<file path="config.mk">
export PLATFORM = sky130hd
export DESIGN_NAME = bru_top
export DESIGN_NICKNAME = d
export VERILOG_FILES = /design/src/design/bru_pkg.sv /design/src/design/bru_cond.sv /design/src/design/bru_top.sv
export VERILOG_INCLUDE_DIRS = /design/src /design/src/design
export SDC_FILE = /design/constraint.sdc
export NUM_CORES = 1
export LEC_CHECK = 0
export BUFFER_PORTS_ARGS = -buffer_cell sky130_fd_sc_hd__buf_2
export CELL_PAD_IN_SITES_DETAIL_PLACEMENT = 1
export CELL_PAD_IN_SITES_GLOBAL_PLACEMENT = 1
export CORE_UTILIZATION = 32
export CTS_CLUSTER_SIZE = 28
export DETAILED_ROUTE_END_ITERATION = 6
export GPL_TIMING_DRIVEN = 1
export PLACE_DENSITY_LB_ADDON = 0.1
export SLEW_MARGIN = 15
export SYNTH_ARGS = -nofsm -noshare
export SYNTH_HDL_FRONTEND = slang
export SYNTH_SLANG_ARGS = --single-unit
</file>
<file path="constraint.sdc">
create_clock -name MCLK -period 2.8 [get_ports MCLK]
set_input_delay 0.14 -clock MCLK [delete_from_list [all_inputs] [get_ports MCLK]]
set_output_delay 0.14 -clock MCLK [all_outputs]
set_load 0.05 [all_outputs]
</file>
<file path="src/design/bru_map.svh">
// Behaviour
// - a conditional branch target, other than on coprocessor 0 forms, is the delay-slot address plus the offset shifted left two and sign-extended to 64 bits.
// - ordinary branch forms never suppress the delay-slot instruction.
// - a likely form whose condition is false nullifies its delay-slot instruction.
// - the target fetch is requested while the branch sits in the execute stage.
// - compare and target sum span late register-read and early execute, so results show one cycle after the branch is taken in.
// - jumps also have exactly one delay slot and never nullify it.
// - the equal branch is taken on equal sources, the not-equal branch on differing sources.
// - the le-zero and gt-zero branches test the source against zero and are taken when the test holds.
// - the lt-zero and ge-zero branches test the source against zero and are taken when the test holds.
// - linking zero-compare forms write the address after the delay slot into r31.
// - coprocessor 0 branches follow the condition signal, true or false form, with the target summed in 32 bits and sign-extended to 64.
// - likely variants use the ordinary conditions and discard the slot when not taken.
`ifndef BRU_MAP_SVH
`define BRU_MAP_SVH

// ****************************************
// widths
// ****************************************
`define BRU_XLEN 64
`define BRU_OFF_W 16
`define BRU_NARROW_W 32
`define BRU_REG_W 5

// ****************************************
// address arithmetic
// ****************************************
`define BRU_OFF_SHIFT 2
`define BRU_INSN_BYTES 64'h4
`define BRU_LINK_REG 5'h1f

// ****************************************
// reset values
// ****************************************
`define BRU_RST_ADDR 64'h0
`define BRU_RST_REG 5'h0

`endif

</file>
<file path="src/design/bru_pkg.sv">
package bru_pkg;

    // ****************************************
    // branch condition selector
    // ****************************************
    typedef enum logic [3:0] {
        COND_EQUAL,
        COND_NOT_EQUAL,
        COND_LE_ZERO,
        COND_GT_ZERO,
        COND_LT_ZERO,
        COND_GE_ZERO,
        COND_COPROCESSOR_ZERO_CLASS_TRUE,
        COND_COPROCESSOR_ZERO_CLASS_FALSE,
        COND_JUMP
    } bru_cond_t;

    // ****************************************
    // delay-slot tracker
    // ****************************************
    typedef enum logic {
        ST_IDLE,
        ST_SLOT
    } bru_state_t;

endpackage

</file>
<file path="src/design/bru_cond.sv">
`timescale 1ns/1ps
`include "bru_map.svh"
module bru_cond (
    input wire bru_pkg::bru_cond_t cond,
    input wire logic [`BRU_XLEN-1:0] rs_val,
    input wire logic [`BRU_XLEN-1:0] rt_val,
    input wire logic coprocessor_zero_class_cond,
    output logic met
);

    // ****************************************
    // signed zero tests
    // ****************************************
    // sign bit plus a reduction keeps this off the adder path
    function automatic logic is_neg(input logic [`BRU_XLEN-1:0] v);
        return v[`BRU_XLEN-1];
    endfunction

    function automatic logic is_zero(input logic [`BRU_XLEN-1:0] v);
        return ~|v;
    endfunction

    // ****************************************
    // condition select
    // ****************************************
    always_comb begin
        unique case (cond)
            bru_pkg::COND_EQUAL: met = (rs_val == rt_val);
            bru_pkg::COND_NOT_EQUAL: met = (rs_val != rt_val);
            bru_pkg::COND_LE_ZERO: met = is_neg(rs_val) | is_zero(rs_val);
            bru_pkg::COND_GT_ZERO: met = ~is_neg(rs_val) & ~is_zero(rs_val);
            bru_pkg::COND_LT_ZERO: met = is_neg(rs_val);
            bru_pkg::COND_GE_ZERO: met = ~is_neg(rs_val);
            bru_pkg::COND_COPROCESSOR_ZERO_CLASS_TRUE: met = coprocessor_zero_class_cond;
            bru_pkg::COND_COPROCESSOR_ZERO_CLASS_FALSE: met = ~coprocessor_zero_class_cond;
            bru_pkg::COND_JUMP: met = 1'b1;
            // unused selector codes never take a branch
            default: met = 1'b0;
        endcase
    end

endmodule

</file>
<file path="src/design/bru_top.sv">
`timescale 1ns/1ps
`include "bru_map.svh"
module bru_top (
    input wire logic MCLK,
    input wire logic RST,
    input wire logic STALL,
    input wire logic RF_VALID,
    input wire bru_pkg::bru_cond_t RF_COND,
    input wire logic RF_LIKELY,
    input wire logic RF_LINK,
    input wire logic [`BRU_XLEN-1:0] RF_RS_VAL,
    input wire logic [`BRU_XLEN-1:0] RF_RT_VAL,
    input wire logic [`BRU_OFF_W-1:0] RF_OFFSET,
    input wire logic [`BRU_XLEN-1:0] RF_SLOT_PC,
    input wire logic [`BRU_XLEN-1:0] RF_JUMP_TARGET,
    input wire logic COPROCESSOR_ZERO_CLASS_COND,
    output logic EX_VALID,
    output logic EX_TAKEN,
    output logic EX_FETCH_REQ,
    output logic [`BRU_XLEN-1:0] EX_FETCH_ADDR,
    output logic EX_SLOT_NULLIFY,
    output logic EX_LINK_WE,
    output logic [`BRU_REG_W-1:0] EX_LINK_REG,
    output logic [`BRU_XLEN-1:0] EX_LINK_ADDR,
    output logic EX_IS_SLOT
);

    // ****************************************
    // address helpers
    // ****************************************
    function automatic logic [`BRU_XLEN-1:0] off_wide(input logic [`BRU_OFF_W-1:0] off);
        return {{(`BRU_XLEN-`BRU_OFF_W-`BRU_OFF_SHIFT){off[`BRU_OFF_W-1]}},
                off, {`BRU_OFF_SHIFT{1'b0}}};
    endfunction

    // coprocessor_zero_class branches form a 32-bit address, then widen it by its own sign
    function automatic logic [`BRU_XLEN-1:0] coprocessor_zero_class_target(
        input logic [`BRU_XLEN-1:0] slot_pc,
        input logic [`BRU_OFF_W-1:0] off
    );
        logic [`BRU_XLEN-1:0] wide;
        logic [`BRU_NARROW_W-1:0] sum;
        wide = off_wide(off);
        sum = slot_pc[`BRU_NARROW_W-1:0] + wide[`BRU_NARROW_W-1:0];
        return {{(`BRU_XLEN-`BRU_NARROW_W){sum[`BRU_NARROW_W-1]}}, sum};
    endfunction

    function automatic logic is_branch(input bru_pkg::bru_cond_t c);
        return c != bru_pkg::COND_JUMP;
    endfunction

    // ****************************************
    // condition evaluation, late register-read
    // ****************************************
    logic cond_met;
    logic rf_take;
    logic is_jump;
    logic is_coprocessor_zero_class;
    logic link_ok;
    logic [`BRU_XLEN-1:0] target;

    bru_cond u_cond (
        .cond(RF_COND),
        .rs_val(RF_RS_VAL),
        .rt_val(RF_RT_VAL),
        .coprocessor_zero_class_cond(COPROCESSOR_ZERO_CLASS_COND),
        .met(cond_met)
    );

    always_comb begin
        rf_take = RF_VALID & ~STALL & ~RST;
        is_jump = ~is_branch(RF_COND);
        is_coprocessor_zero_class = (RF_COND == bru_pkg::COND_COPROCESSOR_ZERO_CLASS_TRUE) |
                  (RF_COND == bru_pkg::COND_COPROCESSOR_ZERO_CLASS_FALSE);
        // link only exists on the lt/ge zero forms and on jumps
        link_ok = RF_LINK & ((RF_COND == bru_pkg::COND_LT_ZERO) |
                             (RF_COND == bru_pkg::COND_GE_ZERO) | is_jump);
        if (is_jump) begin
            target = RF_JUMP_TARGET;
        end else if (is_coprocessor_zero_class) begin
            target = coprocessor_zero_class_target(RF_SLOT_PC, RF_OFFSET);
        end else begin
            target = RF_SLOT_PC + off_wide(RF_OFFSET);
        end
    end

    // ****************************************
    // register-read to execute boundary
    // ****************************************
    logic ex_valid_q, ex_valid_d;
    logic ex_taken_q, ex_taken_d;
    logic ex_fetch_q, ex_fetch_d;
    logic [`BRU_XLEN-1:0] ex_addr_q, ex_addr_d;
    logic ex_null_q, ex_null_d;
    logic ex_link_we_q, ex_link_we_d;
    logic [`BRU_REG_W-1:0] ex_link_reg_q, ex_link_reg_d;
    logic [`BRU_XLEN-1:0] ex_link_addr_q, ex_link_addr_d;
    logic ex_slot_q, ex_slot_d;
    bru_pkg::bru_state_t state_q, state_d;

    always_comb begin
        ex_valid_d = ex_valid_q;
        ex_taken_d = ex_taken_q;
        ex_fetch_d = ex_fetch_q;
        ex_addr_d = ex_addr_q;
        ex_null_d = ex_null_q;
        ex_link_we_d = ex_link_we_q;
        ex_link_reg_d = ex_link_reg_q;
        ex_link_addr_d = ex_link_addr_q;
        ex_slot_d = ex_slot_q;
        state_d = state_q;
        // a stall freezes execute so the fetch redirect is held, not lost
        if (!STALL) begin
            ex_valid_d = RF_VALID;
            ex_taken_d = RF_VALID & cond_met;
            ex_fetch_d = RF_VALID & cond_met;
            ex_addr_d = target;
            // only a failing likely branch kills its slot
            ex_null_d = RF_VALID & RF_LIKELY & ~is_jump & ~cond_met;
            ex_link_we_d = RF_VALID & link_ok;
            ex_link_reg_d = link_ok ? `BRU_LINK_REG : `BRU_RST_REG;
            ex_link_addr_d = RF_SLOT_PC + `BRU_INSN_BYTES;
            ex_slot_d = RF_VALID & (state_q == bru_pkg::ST_SLOT);
            if (RF_VALID) begin
                unique case (state_q)
                    bru_pkg::ST_IDLE: begin
                        // every branch or jump owns exactly one slot
                        state_d = bru_pkg::ST_SLOT;
                    end
                    bru_pkg::ST_SLOT: begin
                        // a branch placed in a slot gets no slot of its own
                        state_d = bru_pkg::ST_IDLE;
                    end
                endcase
            end
        end
    end

    always_ff @(posedge MCLK) begin
        if (RST) begin
            ex_valid_q <= 1'b0;
            ex_taken_q <= 1'b0;
            ex_fetch_q <= 1'b0;
            ex_addr_q <= `BRU_RST_ADDR;
            ex_null_q <= 1'b0;
            ex_link_we_q <= 1'b0;
            ex_link_reg_q <= `BRU_RST_REG;
            ex_link_addr_q <= `BRU_RST_ADDR;
            ex_slot_q <= 1'b0;
            state_q <= bru_pkg::ST_IDLE;
        end else begin
            ex_valid_q <= ex_valid_d;
            ex_taken_q <= ex_taken_d;
            ex_fetch_q <= ex_fetch_d;
            ex_addr_q <= ex_addr_d;
            ex_null_q <= ex_null_d;
            ex_link_we_q <= ex_link_we_d;
            ex_link_reg_q <= ex_link_reg_d;
            ex_link_addr_q <= ex_link_addr_d;
            ex_slot_q <= ex_slot_d;
            state_q <= state_d;
        end
    end

    assign EX_VALID = ex_valid_q;
    assign EX_TAKEN = ex_taken_q;
    assign EX_FETCH_REQ = ex_fetch_q;
    assign EX_FETCH_ADDR = ex_addr_q;
    assign EX_SLOT_NULLIFY = ex_null_q;
    assign EX_LINK_WE = ex_link_we_q;
    assign EX_LINK_REG = ex_link_reg_q;
    assign EX_LINK_ADDR = ex_link_addr_q;
    assign EX_IS_SLOT = ex_slot_q;

    logic [`BRU_XLEN-1:0] chk_off;
    logic chk_plain;
    logic chk_coprocessor_zero_class_t;
    assign chk_off = {{46{RF_OFFSET[15]}}, RF_OFFSET, 2'h0};
    assign chk_plain = rf_take & (RF_COND inside {bru_pkg::COND_EQUAL,
        bru_pkg::COND_NOT_EQUAL, bru_pkg::COND_LE_ZERO, bru_pkg::COND_GT_ZERO,
        bru_pkg::COND_LT_ZERO, bru_pkg::COND_GE_ZERO});
    assign chk_coprocessor_zero_class_t = rf_take & (RF_COND == bru_pkg::COND_COPROCESSOR_ZERO_CLASS_TRUE);
endmodule

</file>
==> parameters.txt, run 1 <==
Parameter                              Value

Pwr
  Comb pwr share    0.405
  Proportion of power drawn by flip-flops and latches    0.283
  Int Power    about 4600 µW
  Switching Share    0.394
  Fraction of power consumed by the clock network    0.312
  Leakage power    between 0.007 and 0.008 µW
  IR drop worst, VDD    0.000451 V
  Net switching power of the design    around 3000 µW
  Power per standard cell area    approximately 480 mW/mm²

Clock tree
  Clk Latency, worst-skew pair    0.44 ns
  Buffer type at the clock tree root    sky130_fd_sc_hd__clkbuf_16
  Sinks on Clock Net    between 100 and 150
  CTS H-Tree Depth    4
  Clock slew seen by the registers of the worst setup and hold paths    about 0.070 ns
  Maximum number of buffers from clock root to sink    2
  TritonCTS clock tree    done
  Total clock buffers created by CTS    17

Floorplanning
  Die W    about 190 µm
  Core Rows    between 60 and 70
  Count of boundary I/O pins    around 420
  CORE AREA    0.0335 mm²
  Die area    0.0349 mm²
  Effective utilization at floorplan    0.326
  Die height    between 150 and 200 µm

Worst setup path
  Slowest-stage cell, CP    sky130_fd_sc_hd__a221o_1
  Worst setup slack for register-to-register paths    around 1.9 ns
  Critical R2R Launch    EX_FETCH_ADDR[60]
  Arrival time at the worst endpoint    between 3 and 4 ns
  CP Buf/Inv Count    5
  Cell-by-cell listing of the critical path    buf_2 > ha_2 > fa_2 > a211oi_2 > o21bai_1 > a221o_1 > buf_4 > a31oi_2 > buf_4 > o211ai_1 > buf_4 > xnor2_1 > buf_4 > a211oi_1 > a21oi_1 > nor2_1
  Capturing point of the worst reg2reg path    EX_FETCH_ADDR[60]
  Start point of the critical path    RF_SLOT_PC[2]
  Cell seen most often among critical-path stages    sky130_fd_sc_hd__buf_4
  CP Class    in2reg
  Type of element capturing the critical path    flop
  Max stage delay on crit path    ~0.42 ns
  End point of the critical path    EX_FETCH_ADDR[28]
  Cell type group with the largest total delay on the critical path    compound AO/OA/AOI/OAI gates
  Depth of the worst register-to-register path    3
  Startpoint type of the worst setup path    primary input
  WP depth    16
  CP max FO    4
  WP data required    just over 3 ns

Synthesis
  Yosys top cell by area    sky130_fd_sc_hd__dfxtp_1
  Warning count from the yosys run    0
  Cell area after synthesis    between 0.01 and 0.015 mm²
  Most common flop cell mapped by yosys    sky130_fd_sc_hd__dfxtp_1
  Number of register bits inferred by synthesis    approximately 140
  Cell count after synthesis    1,482
  Count of cell types in the netlist    ~80
  Number of flops mapped to enable cells by yosys    0
  Proportion of synthesized flip-flops having asynchronous set or reset    0
  Synth area leaders    sky130_fd_sc_hd__dfxtp_1 25%, sky130_fd_sc_hd__xor2_1 9.1%, sky130_fd_sc_hd__a21oi_1 8.2%, sky130_fd_sc_hd__ha_1 7.1%, sky130_fd_sc_hd__nor2_1 6.0%
  Avg Synthesized Cell Area    ~7.4 µm²
  Syn_nets    1,828
  Most used standard cells in the synthesized netlist    178 x sky130_fd_sc_hd__a21oi_1, 175 x sky130_fd_sc_hd__nor2_1, 160 x sky130_fd_sc_hd__nand2_1
  Fraction of the yosys area taken by sequential cells    0.247
  Top-count cell post-synth    sky130_fd_sc_hd__a21oi_1
  Area fraction of the dominant cell type after synthesis    0.247

Timing
  Worst slew margin    0.507
  Post-route fraction of the period consumed by the critical path    0.973
  Max-slew violation count    0
  Worst slew pin tran    between 0.7 and 0.8 ns
  Final hold vios    0
  Final setup skew    about 0.00031 ns
  Setup-failing EPs final    0
  Worst hold slack after final layout    around 0.024 ns
  Highest clock frequency the design can meet    0.367 GHz
  Final min period    approximately 2.7 ns

Worst hold path
  Worst hold-check path type    in2reg
  Startpoint of the tightest hold check path    RF_SLOT_PC[57]

Placed design
  DP Wirelength    about 44,000 µm
  Number of input and output port buffers inserted    421
  Placed Cells incl. Taps    approximately 2,500
  Final weighted congestion of routability-driven global placement    about 0.94

Global route
  Via count of the first global-routing pass    about 14,000
  Wire length of the first global-routing pass    a little over 80,000 µm
  Maximum number of pins on one net before global-route repair    83
  Number of antenna violations at the first check in global routing    12
  Total Routing Usage GR    0.298
  GRT Residual Overflow    0

Route
  Routed vias/inst    around 5.3
  Wire length after detailed routing    ~53,000 µm
  Antenna viol nets, final    0
  Average wire length per cell after detail routing    between 20 and 25 µm
  First drt pass iteration count    4
  Total via count in the routed design    between 10,000 and 15,000
  Drt drc    0
  Detailed router's first-iteration violation count    roughly 530

Final layout
  Area Overhead vs Synth    47.6%
  Total Nets Final    2,461
  Share of layout cells above drive strength 1    0.358
  Post-layout instance count excluding filler cells    2,588

Run
  Max cap viols    0

Status
  Result of the run    finished clean
==> placed cells by master (no fill, tap or decap), drive strengths merged, types with 21 or more instances in the layout <==
cell type / Yosys / routed
a21o: 38 / 38
a21oi: 178 / 178
buf: 12 / 682
dfxtp: 135 / 135
ha: 62 / 62
inv: 22 / 28
nand2: 162 / 162
nand3: 36 / 36
nand4: 41 / 41
nor2: 175 / 175
nor4: 40 / 40
o21ai: 96 / 96
or3: 21 / 21
xnor2: 47 / 47
xor2: 114 / 114
==> cell type report <==
type	count	area, µm²
Multi-Input combinational cell	1237	7840
Sequential cell	135	2700
Clock inverter	14	166
Tap cell	448	561
Clock buffer	18	439
Antenna cell	12	30.0
Fill cell	4360	17400
Inverter	24	90.1
Timing Repair Buffer	700	4310
==> how the worst min path moves through the flow <==
| stage | end | slack (ns) | cells after the start |
|---|---|---|---|
| floorplan | EX_LINK_ADDR[0] | 0.28 | 2 |
| global placement | EX_FETCH_ADDR[29] | 0.42 | 3 |
| detailed placement | EX_FETCH_ADDR[34] | 0.43 | 3 |
| CTS | EX_LINK_ADDR[57] | 0.009 | 3 |
| global route | EX_FETCH_ADDR[42] | 0.04 | 3 |
| finish | EX_LINK_ADDR[57] | 0.02 | 3 |
==> worst min-delay path, delay by kind of cell <==
family          cells  cell delay [ns]
compound gates      2             0.15
buf+inv             1             0.12
==> state kept, by name, indices dropped and copies added (netlist names) <==
register and flops:
EX_LINK_ADDR 64, EX_SLOT_NULLIFY 1, EX_LINK_REG 1, EX_VALID 1
state_q 1, EX_IS_SLOT 1, EX_FETCH_ADDR 64, EX_LINK_WE 1
EX_FETCH_REQ 1
==> power by group through the flow <==
stage | clock, µW | sequential, µW | combinational [µW]
3_3_place_gp | 0 | 2210 | 2990
2_1_floorplan | 0 | 2730 | 1180
6_report | 2390 | 2170 | 3110
3_5_place_dp | 0 | 2210 | 3030
4_1_cts | 2450 | 2170 | 3070
5_1_grt | 2520 | 2180 | 3330
==> stage by stage <==
step	setup TNS [ns]	setup WS [ns]	area (µm²)	utilization	power, µW
floorplan	0	0.0257	10900	-	3910
finish	0	0.0761	16100	0.481	7670
CTS	0	0.00466	16000	0.477	7690
global route	-0.0421	-0.0238	16100	0.481	8040
global placement	-10.14	-0.372	15200	0.453	5190
detailed placement	-13.39	-0.448	15200	0.453	5240
==> cells by family (layout without fill, tap and decap cells) <==
kind of cell	after synthesis	after routing	synth area share
AOI/OAI and AO/OA	453	453	0.255
xor gates and xnor gates	161	161	0.129
adders and majority gates	63	63	0.0728
buffers and inverters	110	756	0.0444
DFF	135	135	0.247
muxes	10	10	0.0104
other	0	12	0
and+or+nand+nor	550	550	0.241
==> routing by layer <==
layer	GRT usage	share of wire	routed length, µm	up-vias
met2	0.509	0.48	25700	368
li1	-	-	-	6631
met3	0.0491	0.044	2340	84
met1	0.367	0.44	23100	6588
met5	0	0	0	-
met4	0.132	0.036	1910	0
==> what timing repair did <==
action                                  in CTS  in global routing
buffers inserted                             0                  6
hold endpoints to repair                    18                  0
pin swaps                                    1                 13
hold buffers                                18                  0
gates resized for setup                      0                 22
cloned                                       0                  0
endpoints found under the setup margin       1                 33
Note: power is estimated with default switching activity, not from simulation.
==> inputs of run 2 (changes only) <==
- SETUP_SLACK_MARGIN: not set -> 0.5
==> parameters.txt, run 2 (synthesis results as in run 1) <==
Parameter                              Value

Placed design
  Placed Cells incl. Taps    2,536 (+0.63%)
  Number of input and output port buffers inserted    421 (unchanged)
  Pre-CTS setup slack    -0.474 ns (-0.0266 ns)
  DP Wirelength    42,700 µm (-2.1%)
  Final weighted congestion of routability-driven global placement    0.907 (-3.5%)
  Standard cell area after detailed placement    0.0154 mm² (+1.6%)

Final layout
  Post-layout instance count excluding filler cells    2,628 (+1.5%)
  Most frequent standard cell in the layout excluding fill and tap cells    sky130_fd_sc_hd__buf_2
  Multi-input gate area    0.00871 mm² (+11%)
  Total Nets Final    2,506 (+1.8%)
  Number of filler cells placed in the layout    4,227 (-3.1%)
  Register cell area after layout    0.00270 mm² (unchanged)
  Commonest cells after routing, fill and taps aside    411 x sky130_fd_sc_hd__buf_2, 279 x sky130_fd_sc_hd__buf_4, 172 x sky130_fd_sc_hd__nor2_1, 158 x sky130_fd_sc_hd__nand2_1, 158 x sky130_fd_sc_hd__a21oi_1
  Area Overhead vs Synth    59.9%
  Share of layout cells above drive strength 1    0.414 (+0.0566)
  Area of all placed cells without fillers    0.0175 mm² (+8.4%)

Timing
  Final setup skew    0.0000383 ns (-0.000269 ns)
  Max-slew violation count    0 (unchanged)
  Post-route fraction of the period consumed by the critical path    0.905 (-0.0673)
  Worst slew pin tran    0.904 ns (+0.168 ns)
  Highest clock frequency the design can meet    0.394 GHz (+7.4%)
  Final hold vios    0 (unchanged)
  Final min period    2.54 ns (-0.189 ns)
  Setup-failing EPs final    0 (unchanged)
  RSZ-0062 raised after global routing    true
  Setup ws final    0.265 ns (+0.189 ns)
  Worst slew margin    0.397 (-0.110)

Clock tree
  CTS H-Tree Depth    4 (unchanged)
  Sinks on Clock Net    135 (unchanged)
  Buffer type at the clock tree root    sky130_fd_sc_hd__clkbuf_16
  Clock slew seen by the registers of the worst setup and hold paths    0.06 ns (about the same)
  Maximum number of buffers from clock root to sink    2 (unchanged)
  Clk Latency, worst-skew pair    0.44 ns (about the same)
  Total clock buffers created by CTS    17 (unchanged)
  TritonCTS clock tree    done

Global route
  Wire length of the first global-routing pass    82,500 µm (+2.2%)
  Total Routing Usage GR    0.304 (+0.00572)
  Via count of the first global-routing pass    14,600 (+4.8%)
  Maximum number of pins on one net before global-route repair    161 (+94%)
  GRT Residual Overflow    0 (unchanged)
  Number of antenna violations at the first check in global routing    6 (-6)

Floorplanning
  Die W    187 µm (unchanged)
  Core Rows    67 (unchanged)
  CORE AREA    0.0335 mm² (unchanged)
  Effective utilization at floorplan    0.326 (unchanged)
  Count of boundary I/O pins    422 (unchanged)
  Die height    187 µm (unchanged)
  Die area    0.0349 mm² (unchanged)

Route
  Total via count in the routed design    13,800 (+1.2%)
  Routed vias/inst    5.27 (-0.31%)
  Wire length after detailed routing    54,500 µm (+2.6%)
  Drt drc    0 (unchanged)
  First drt pass iteration count    4 (unchanged)
  Antenna viol nets, final    0 (unchanged)
  Average wire length per cell after detail routing    20.7 µm (+1.0%)
  Detailed router's first-iteration violation count    622 (+18%)

Status
  Result of the run    finished clean

Worst setup path
  Slowest-stage cell, CP    sky130_fd_sc_hd__ha_2
  CP Class    in2reg
  Cell-by-cell listing of the critical path    buf_12 > buf_4 > ha_2 > nand2_1 > nor2_1 > o211ai_1 > a32o_1 > a211o_1 > a31oi_1 > nor3b_2 > buf_4 > or3_1 > a32o_1
  Startpoint type of the worst setup path    primary input
  CP max FO    15 (+11)
  Arrival time at the worst endpoint    2.88 ns (-0.16 ns)
  WP data required    3.14 ns (+0.03 ns)
  Max stage delay on crit path    0.37 ns (-0.05 ns)
  Cell type group with the largest total delay on the critical path    compound AO/OA/AOI/OAI gates
  CP Buf/Inv Count    3 (-2)
  Type of element capturing the critical path    flop

Pwr
  Power per standard cell area    456 mW/mm² (-4.1%)
  Leakage power    0.00810 µW (+5.2%)
  IR drop worst, VDD    0.000474 V (+5.1%)

Run
  Max cap viols    0 (unchanged)

Worst hold path
  Worst hold-check path type    in2reg
-- run 2: cell count changes in the layout (fill, tap and decap cells not counted), moves of 10 or more --
cell and change:
sky130_fd_sc_hd__a21oi_1 -18, sky130_fd_sc_hd__buf_4 +21, sky130_fd_sc_hd__ha_4 +24, sky130_fd_sc_hd__o21ai_1 +10
sky130_fd_sc_hd__ha_1 -24, sky130_fd_sc_hd__xnor2_1 -10, sky130_fd_sc_hd__buf_6 +22, sky130_fd_sc_hd__a21oi_2 +14
sky130_fd_sc_hd__o21ai_0 -19
-- run 2: area by class of cell --
type / instances / share of cell area
antenna: 7 / 0.00100
clock buffer: 20 / 0.0256
clock inverter: 12 / 0.00723
inverter: 24 / 0.00515
multi-input combinational: 1237 / 0.498
sequential: 135 / 0.155
tap: 448 / 0.0321
timing repair buffer: 745 / 0.276
-- run 2: worst register-to-register path, delay by kind of cell, from the launching register on --
kind            cells  cell delay (ns)
compound gates      3             0.43
flops               1             0.36
-- run 2: worst paths after layout --
| path | slack [ns] | cells after the start | startpoint | endpoint |
|---|---|---|---|---|
| setup / recovery | 0.26 | 13 | RF_OFFSET[15] | EX_FETCH_ADDR[56] |
| hold / removal | 0.03 | 3 | RF_SLOT_PC[59] | EX_LINK_ADDR[59] |
| setup reg to reg | 1.94 | 3 | EX_FETCH_ADDR[60] | EX_FETCH_ADDR[60] |
| hold reg to reg | 0.44 | 2 | EX_FETCH_ADDR[41] | EX_FETCH_ADDR[41] |
-- run 2: through the flow --
stage | setup TNS [ns] | utilization | total power [µW] | hold slack, ns
after floorplan | 0 | - | 3950 | 0.284
after global placement | -7.24 | 0.461 | 5260 | 0.391
after detailed placement | -10.86 | 0.461 | 5310 | 0.398
after CTS | 0 | 0.502 | 7790 | 0.00258
after global routing | 0 | 0.521 | 8360 | 0.0324
final | 0 | 0.521 | 7970 | 0.0274
-- run 2: timing repair --
action	4_1_cts	5_1_grt
setup buffers	13	17
hold buffers	21	1
hold endpoints to repair	21	1
endpoints found under the setup margin	40	50
pin swaps	44	75
cloned	1	0
gates resized for setup	86	103
-- run 2: metal layers --
metal  share of wire  vias to the layer above  wire length, µm  GRT usage
li1                -                     6724                -          -
met1            0.42                     6671            23100      0.368
met2            0.50                      373            27200      0.535
met3           0.046                       71             2490     0.0547
met4           0.031                        0             1710      0.109
met5               0                        -                0          0
-- run 2: power breakdown --
part	internal (µW)	switching (µW)	total, µW
Combinational	1440	2080	3520
Sequential	2080	90.0	2170
Clock	1330	955	2290
